`config.mk`:
```
export PLATFORM = sky130hd
export DESIGN_NAME = cpdma_top
export DESIGN_NICKNAME = d
export VERILOG_FILES = /design/src/rtl/cpdma_pkg.sv /design/src/rtl/cpdma_port_match.sv /design/src/rtl/cpdma_top.sv
export VERILOG_INCLUDE_DIRS = /design/src /design/src/rtl
export SDC_FILE = /design/constraint.sdc
export NUM_CORES = 1
export LEC_CHECK = 0
export BUFFER_PORTS_ARGS = -buffer_cell sky130_fd_sc_hd__clkbuf_2
export CAP_MARGIN = 10
export CELL_PAD_IN_SITES_DETAIL_PLACEMENT = 1
export CELL_PAD_IN_SITES_GLOBAL_PLACEMENT = 2
export CORE_MARGIN = 4
export CORE_UTILIZATION = 37
export CTS_BUF_LIST = sky130_fd_sc_hd__clkbuf_8
export DETAILED_ROUTE_END_ITERATION = 10
export MAX_ROUTING_LAYER = met4
export PLACE_DENSITY_LB_ADDON = 0.1
export SKIP_CTS_REPAIR_TIMING = 1
export SLEW_MARGIN = 0
export SYNTH_ARGS = -nofsm -noshare
export SYNTH_HDL_FRONTEND = slang
export SYNTH_HIERARCHICAL = 1
export SYNTH_SLANG_ARGS = --single-unit
```
`constraint.sdc`:
```
create_clock -name clk -period 1.85 [get_ports clk]
set_input_delay 0.37 -clock clk [delete_from_list [all_inputs] [get_ports clk]]
set_output_delay 0.37 -clock clk [all_outputs]
set_load 0.01 [all_outputs]
```
`src/rtl/cpdma_regs.svh`:
```
`ifndef CPDMA_REGS_SVH
`define CPDMA_REGS_SVH
`define CPDMA_ADDR_W 8
`define CPDMA_DATA_W 8
`define CPDMA_CMD_RST 8'h00
`endif

```
`src/rtl/cpdma_pkg.sv`:
```
package cpdma_pkg;
    typedef enum logic [1:0] {ARB_IDLE, ARB_TRY, ARB_OWN} cpdma_arb_t;
endpackage : cpdma_pkg

```
`src/rtl/cpdma_port_match.sv`:
```
`timescale 1ns/10ps
`include "cpdma_regs.svh"
module cpdma_port_match
    import cpdma_pkg::*;
(
    input wire logic [`CPDMA_ADDR_W-1:0] portAddr,
    input wire logic [`CPDMA_ADDR_W-1:0] strapGround,
    output logic portHit
);
    // bit i grounded reads 0, open reads 1; no storage
    function automatic logic [`CPDMA_ADDR_W-1:0] strapValue(
        input logic [`CPDMA_ADDR_W-1:0] gnd);
        strapValue = ~gnd;
    endfunction : strapValue

    // static strap compared combinationally
    assign portHit = (portAddr == strapValue(strapGround));
endmodule : cpdma_port_match

```
`src/rtl/cpdma_top.sv`:
```
`timescale 1ns/10ps
`include "cpdma_regs.svh"
module cpdma_top
    import cpdma_pkg::*;
(
    input wire logic clk,
    input wire logic rst_n,
    input wire logic hostOutCycle,
    input wire logic [`CPDMA_ADDR_W-1:0] hostPortAddr,
    input wire logic [`CPDMA_DATA_W-1:0] hostData,
    input wire logic [`CPDMA_ADDR_W-1:0] strapGround,
    input wire logic phaseClk,
    input wire logic priority_chain_in_n,
    input wire logic holdLineIn_n,
    input wire logic dmaRequest,
    input wire logic cmdRead,
    output logic holdOut_n,
    output logic priority_chain_out_n,
    output logic command_pending_n,
    output logic [`CPDMA_DATA_W-1:0] cmdData,
    output logic dmaGranted,
    output logic dmaAborted
);
    typedef struct packed {
        logic [1:0] outSync;
        logic [1:0] phaseSync;
        logic [1:0] priSync;
        logic [1:0] holdSync;
        logic [1:0][`CPDMA_ADDR_W-1:0] addrSync;
        logic [1:0][`CPDMA_DATA_W-1:0] dataSync;
        logic outPrev;
        logic phasePrev;
        logic pending;
        logic [`CPDMA_DATA_W-1:0] data;
        cpdma_arb_t arb;
        logic abortPulse;
    } cpdma_state_t;

    cpdma_state_t st_reg;
    cpdma_state_t st_next;
    logic portHit;
    logic outRise;
    logic phaseFall;
    logic priOk;
    logic holdFree;

    cpdma_port_match u_match (
        .portAddr(st_reg.addrSync[1]),
        .strapGround(strapGround),
        .portHit(portHit)
    );

    // edge and level views of synchronised pins
    assign outRise = st_reg.outSync[1] & ~st_reg.outPrev;
    assign phaseFall = ~st_reg.phaseSync[1] & st_reg.phasePrev;
    assign priOk = st_reg.priSync[1];
    assign holdFree = st_reg.holdSync[1];

    // next state
    always_comb begin
        st_next = st_reg;
        st_next.outSync = {st_reg.outSync[0], hostOutCycle};
        st_next.phaseSync = {st_reg.phaseSync[0], phaseClk};
        st_next.priSync = {st_reg.priSync[0], priority_chain_in_n};
        st_next.holdSync = {st_reg.holdSync[0], holdLineIn_n};
        // address and data pins pass two stages like their strobe
        st_next.addrSync = {st_reg.addrSync[0], hostPortAddr};
        st_next.dataSync = {st_reg.dataSync[0], hostData};
        st_next.outPrev = st_reg.outSync[1];
        st_next.phasePrev = st_reg.phaseSync[1];
        st_next.abortPulse = 1'b0;
        // read clears first, a new write wins over it
        if (cmdRead) begin
            st_next.pending = 1'b0;
        end
        if (outRise && portHit) begin
            st_next.data = st_reg.dataSync[1];
            st_next.pending = 1'b1;
        end
        case (st_reg.arb)
            ARB_IDLE: begin
                // wait for free chain and free hold line
                if (dmaRequest && priOk && holdFree && phaseFall) begin
                    st_next.arb = ARB_TRY;
                end
            end
            ARB_TRY: begin
                if (!priOk) begin
                    st_next.arb = ARB_IDLE;
                    st_next.abortPulse = 1'b1;
                end else if (!dmaRequest) begin
                    // request withdrawn before the bus was won
                    st_next.arb = ARB_IDLE;
                end else if (phaseFall) begin
                    st_next.arb = ARB_OWN;
                end
            end
            ARB_OWN: begin
                // keep bus until own transfer done
                if (!dmaRequest) begin
                    st_next.arb = ARB_IDLE;
                end
            end
            default: begin
                st_next.arb = ARB_IDLE;
            end
        endcase
    end

    // state register
    always_ff @(posedge clk or negedge rst_n) begin
        if (!rst_n) begin
            st_reg <= '{outSync: 2'h0, phaseSync: 2'h0, priSync: 2'h3,
                holdSync: 2'h3, addrSync: 16'h0000, dataSync: 16'h0000,
                outPrev: 1'b0, phasePrev: 1'b0,
                pending: 1'b0, data: `CPDMA_CMD_RST, arb: ARB_IDLE,
                abortPulse: 1'b0};
        end else begin
            st_reg <= st_next;
        end
    end

    // outputs
    assign holdOut_n = ~(st_reg.pending | (st_reg.arb != ARB_IDLE));
    assign priority_chain_out_n = priOk & (st_reg.arb == ARB_IDLE);
    assign command_pending_n = ~st_reg.pending;
    assign cmdData = st_reg.data;
    assign dmaGranted = (st_reg.arb == ARB_OWN);
    assign dmaAborted = st_reg.abortPulse;
endmodule : cpdma_top

```
==> results of run 1 <==
## logic make-up (layout without fill, tap and decap cells)
kind of cell | count (synthesis) | after routing | synth area share [%]
flip-flops | 54 | 54 | 79.41
AO/OA/AOI/OAI | 3 | 3 | 1.025
buffers and inverters | 9 | 54 | 3.736
multiplexers | 8 | 8 | 5.495
AND/OR/NAND/NOR | 14 | 14 | 6.227
XOR/XNOR | 8 | 8 | 4.103
## area by class of cell
class	count	area share [%]
inverter	1	0.1819
timing repair buffer	45	11.64
clock buffer	5	3.335
multi-input combinational	33	13.95
clock inverter	3	2.001
sequential	54	65.74
tap	52	3.153
## report_power, final
part           internal [mW]  switching (mW)  total [mW]
combinational         0.0526          0.0525       0.105
clock                  0.398           0.355       0.754
sequential              1.24          0.0204        1.26
total                   1.69           0.428        2.12
## stage by stage
step | hold slack [ps] | utilization, % | area [sq um] | setup WS (ps)
after floorplan | 74.41 | - | 1708 | 495.8
after global placement | 320.6 | 44.25 | 1953 | 278.6
after detailed placement | 335.5 | 44.25 | 1953 | 199.6
after CTS | 3.140 | 46.74 | 2063 | 298.5
after global routing | 15.79 | 46.74 | 2063 | 228.5
final | -5.273 | 46.74 | 2063 | 322.8
## worst max-delay path, delay by kind of cell, from the launching register on
| family | cells | cell delay, ps |
|---|---|---|
| flops | 1 | 540 |
| simple gates | 2 | 190 |
| buf+inv | 1 | 140 |
## synth_stat cells, types with 2 or more instances
master / instances
nand2b_1: 2
buf_4: 8
xor2_1: 8
mux2_2: 7
dfstp_2: 4
dfrtp_1: 50
nor2_1: 2
nand2_1: 2
nand4_1: 2
## cells in the final DEF (no fill, tap or decap)
cell        netlist  routed
clkbuf_8          0       5
o31ai_1           1       1
nand3b_4          1       1
clkbuf_2          0      44
nand2_1           2       2
dfrtp_1          50      50
o21ai_0           1       1
and2b_2           1       1
nor2_1            2       2
inv_1             1       2
mux2_4            1       1
xor2_1            8       8
nor3b_1           1       1
bufinv_16         0       1
and4bb_1          1       1
nor3b_2           1       1
nand4_1           2       2
a21oi_1           1       1
nand2b_1          2       2
clkinvlp_4        0       1
buf_12            0       1
mux2_2            7       7
nor3_1            1       1
dfstp_2           4       4
## metal layers
| layer | part of all wire (%) | routed length (microns) | up-vias |
|---|---|---|---|
| met5 | 0 | 0 | - |
| met4 | 1.4 | 38 | 0 |
| met3 | 7.5 | 199 | 5 |
| met2 | 50 | 1325 | 31 |
| met1 | 41 | 1104 | 428 |
| li1 | - | - | 389 |
## worst max path at each step
stage / to / cells after the start
final: priority_chain_out_n / 3
after global placement: cmdData[1]$_DFFE_PN0P_ / 6
after floorplan: cmdData[1]$_DFFE_PN0P_ / 5
after CTS: priority_chain_out_n / 3
after detailed placement: cmdData[1]$_DFFE_PN0P_ / 6
after global routing: holdOut_n / 2
==> flow_metrics.tcl, run 1 <==
set metrics [dict create \
    area_delta_synth_final_pct 20.81 \
    rows 24 \
    relSlewSlack_pct 70.25 \
    synth.distinct_cells 20 \
    antenna_left 0 \
    dieHeight_microns 75.94 \
    power.leakage_nw 1.043 \
    clock_latency_ps 300 \
    cap_violations 0 \
    dp.cells 185 \
    yosys_warnings 6 \
    portBuffers 44 \
    synth_area_sq_mm 0.001708 \
    ir_worst_vdd_uv 444.9 \
    grt_pass1_wl_microns 4692 \
    fill_cells 464 \
    cts-buffers-inserted 5 \
    via_per_inst 4.420 \
    critPathMaxStageDelay_ps 540 \
    max_freq_mhz 654.8 \
    use_met2_pct 15.07 \
    cp-start-kind "register" \
    grt_pass1_vias 964 \
    crit_chain "nand2b_1 > nor2_1 > clkbuf_2" \
    reg2reg_slack_ps 360 \
    cp_slowest_cell "dfstp_2" \
    synth-edff-count 0 \
    die-area_sq_mm 0.005767 \
    synth_top_flop_cell "dfrtp_1" \
    wl_per_cell_microns 13.82 \
    start_util_pct 38.69 \
    dr.pass1.iters 2 \
    grt_remaining_overflow 0 \
    synth_cells 96 \
    endpoint_kind "output pin" \
    drv_slew 0 \
    cts.clk_slew.worst_paths_ps 90 \
    largest_reg_flops 22 \
    finalCriticalPeriod_ps 1527 \
    top_usage_layer "met2" \
    coreArea_sq_mm 0.004414 \
    rr_endpoint "cmdData[1]$_DFFE_PN0P_" \
    min_path_type "in -> async" \
    clock_sinks 54 \
    io_pins 45 \
    htree_levels 2 \
    crit_path_max_fanout 3 \
    drc 0 \
    finalHoldViolCount 8 \
    grt.total_usage_pct 10.57 \
    critical_path_class "reg -> out" \
    cts.path.max_buffers 2 \
    reg2reg_depth 5 \
    routed_wl_microns 2668 \
    nets 172 \
    yosysSeqAreaShare_pct 79.41 \
    use_met1_pct 13.49 \
    dp_hpwl_microns 1973 \
    antenna_found_initial 0 \
    register_area_sq_mm 0.001356 \
    ys_top_cells_by_area "dfrtp_1, dfstp_2, mux2_2" \
    clockRootBuffer "clkbuf_8" \
    finalClockSkew_ps 7.887 \
    avgSynthCellArea_sq_um 17.79 \
    ys_ff_latch 54 \
    fin_crit_sh_pct 82.55 \
    die_w_microns 75.94 \
    synth_top_area_share_pct 73.26 \
    tightest_slew_ps 446.2 \
    drive_gt1_share_pct 47.52 \
    yosysTopAreaCell "dfrtp_1" \
    cts_tree "done" \
    status "complete, but fails checks" \
    cp.arrival_ps 1160 \
    power.density_mw_per_mm2 1026 \
    use_met3_pct 4.502 \
    finalHoldWorstSlack_ps -5.273 \
    cp.required_ps 1480 \
    crit_start "priOk$_DFF_PN1_" \
    rsz0062_at_grt "false" \
    drt_iter0_markers 25 \
    violations "hold timing" \
    vias 853 \
    multi_input_area_sq_um 287.8 \
    async_reset_ff_share_pct 100.0 \
    r2r-start "st_reg[40]$_DFF_PN0_" \
    place.gp.congestion 0.6881 \
    finalPower_mw 2.117 \
    syn_nets 128 \
    setup_viol 0 \
    final_cells 193 \
    grt_max_degree 39 \
    diodes 0 \
    fin_tns_setup_ps 0 \
]
Note: power is estimated with default switching activity, not from simulation.
==> run 2, diff against run 1 <==
Settings changed: ABC_AREA set to 1, CORE_UTILIZATION 37 to 31.
Clock period 1.85 ns to 1.4 ns, I/O delays scaled along.
==> run 2 against run 1 <==
  * The flow now finishes without violations
  * Non-clock buffer count increased by 3
  * Register-to-register slack got worse by 340 ps
  * First-iteration DRC count increased by 88%
==> flow_metrics.tcl, run 2 <==
set metrics [dict create \
    power.density_mw_per_mm2 1250 \
    yosysMostFrequentCell "dfrtp_1" \
    cap_violations 0 \
    reg2reg_depth 8 \
    relSlewSlack_pct 79.68 \
    die-area_sq_mm 0.007341 \
    fill_cells 660 \
    diodes 0 \
    synth_area_sq_mm 0.001871 \
    final_cell_mix "dfrtp_1, clkbuf_2, nand2_1" \
    hold_depth 1 \
    synth_top_area_share_pct 66.89 \
    dp.cells 272 \
    rsz0062_at_grt "true" \
    drc 0 \
    yosys_warnings 6 \
    cts_tree "done" \
    io_pins 45 \
    final_common_cell "dfrtp_1" \
    crit_path_max_fanout 3 \
    cp.arrival_ps 1110 \
    cp.required_ps 1120 \
    ys_ff_latch 54 \
    grt.total_usage_pct 10.30 \
    fin_tns_setup_ps 0 \
    setup_viol 0 \
    cts.path.max_buffers 2 \
    final_cells 285 \
    drive_gt1_share_pct 40.95 \
    synth_top_flop_cell "dfrtp_1" \
    synthSimpleGateAreaFrac_pct 12.58 \
    start_util_pct 31.78 \
    synth_cells 161 \
    via_per_inst 4.116 \
    synth-compound-area-share_pct 4.883 \
    synth_top_family_by_area "simple AND/OR/NAND/NOR gates" \
    cts.clk_slew.worst_paths_ps 90 \
    place_ws_ps -115.7 \
    clockRootBuffer "clkbuf_8" \
    yosysSeqAreaShare_pct 72.51 \
    finalCriticalPeriod_ps 1394 \
    synthXorXnorAreaFrac_pct 0 \
    place_area_sq_mm 0.002133 \
    vias 1173 \
    coreArea_sq_mm 0.005886 \
    min_path_type "in -> reg" \
    antenna_found_initial 0 \
    drv_slew 0 \
    async_reset_ff_share_pct 100.0 \
    status "finished clean" \
    area_delta_synth_final_pct 25.62 \
    syn_nets 193 \
    power.leakage_nw 1.278 \
    largest_reg_flops 22 \
    critical_path_class "reg -> out" \
    setup_ws_ps 6.459 \
    grt_pass1_vias 1261 \
    nets 241 \
    synth.distinct_cells 16 \
    die_w_microns 85.68 \
    finalHoldWorstSlack_ps 50.27 \
    avgSynthCellArea_sq_um 11.62 \
    cts-buffers-inserted 5 \
    synthAdderAreaFrac_pct 0 \
    clock_sinks 54 \
    cp-start-kind "register" \
    fin_util_pct 39.92 \
    finalPower_mw 2.936 \
    finalHoldViolCount 0 \
    finalClockSkew_ps 4.569 \
    synth.area.mux_share_pct 0 \
    ir_worst_vdd_uv 395.6 \
    synth-edff-count 0 \
    grt_pass1_wl_microns 5671 \
    reg2reg_slack_ps 20 \
    dp_hpwl_microns 2370 \
    wl_per_cell_microns 11.95 \
    dieHeight_microns 85.68 \
    portBuffers 44 \
    htree_levels 2 \
    grt_remaining_overflow 0 \
    fin_crit_sh_pct 99.54 \
    fin_area_sq_mm 0.002350 \
    max_freq_mhz 717.6 \
    tightest_slew_ps 304.9 \
    yosys-top-cells-count "dfrtp_1, nand2_1, inv_1" \
    endpoint_kind "output pin" \
    yosysTopAreaCell "dfrtp_1" \
    routed_wl_microns 3405 \
    place.gp.congestion 0.7133 \
    dr.pass1.iters 4 \
    clock_latency_ps 300 \
    rows 28 \
    antenna_left 0 \
    drt_iter0_markers 47 \
    ys_top_cells_by_area "dfrtp_1, nand2_1, inv_1" \
    grt_max_degree 55 \
]
==> run 2: final timing paths <==
kind                                            start                     end
worst max-delay path            st_reg[1]$_DFFE_PN0P_    priority_chain_out_n
worst min-delay path                     holdLineIn_n   st_next[47]$_DFF_PN1_
min in group asynchronous                       rst_n   st_next[26]$_DFF_PN0_
worst max register to register   st_reg[39]$_DFF_PN0_  cmdData[5]$_DFFE_PN0P_
worst min register to register  st_next[45]$_DFF_PN0_    st_reg[45]$_DFF_PN0_
max in group asynchronous                       rst_n   st_next[49]$_DFF_PN1_
==> run 2: layout make-up <==
type,instances,area [sq um],share of cell area (%)
Sequential cell,54,1356,57.72
Inverter,31,116.4,4.952
Timing Repair Buffer,48,265.3,11.29
Tap cell,75,93.84,3.994
Multi-Input combinational cell,69,404.1,17.20
Clock inverter,3,45.04,1.917
Clock buffer,5,68.82,2.929
==> run 2: kinds of logic (layout without fill, tap and decap cells) <==
logic type             Yosys count  count (layout)
AO/OA/AOI/OAI                   11              11
buffers and inverters           40              87
flip-flops                      54              54
AND/OR/NAND/NOR                 56              58
==> run 2: routing by layer <==
| metal | GRT usage [%] | share of wire (%) | routed length [microns] | up-vias |
|---|---|---|---|---|
| li1 | - | - | - | 561 |
| met1 | 11.70 | 40 | 1346 | 575 |
| met2 | 16.95 | 52 | 1784 | 31 |
| met3 | 3.650 | 6.8 | 232 | 6 |
| met4 | 3.453 | 1.2 | 42 | 0 |
| met5 | - | 0 | 0 | - |
==> run 2: where the power goes <==
part	leakage [nW]	internal, mW	switching [mW]
sequential	0.650	1.64	0.0372
clock	0.0504	0.532	0.504
combinational	0.577	0.0957	0.124
==> run 2: worst max-delay path: stages, from the launching register on <==
cell     delay [ps]
dfrtp_1         430
nor2_4          130
inv_2            40
nor2_1           80
buf_2           130
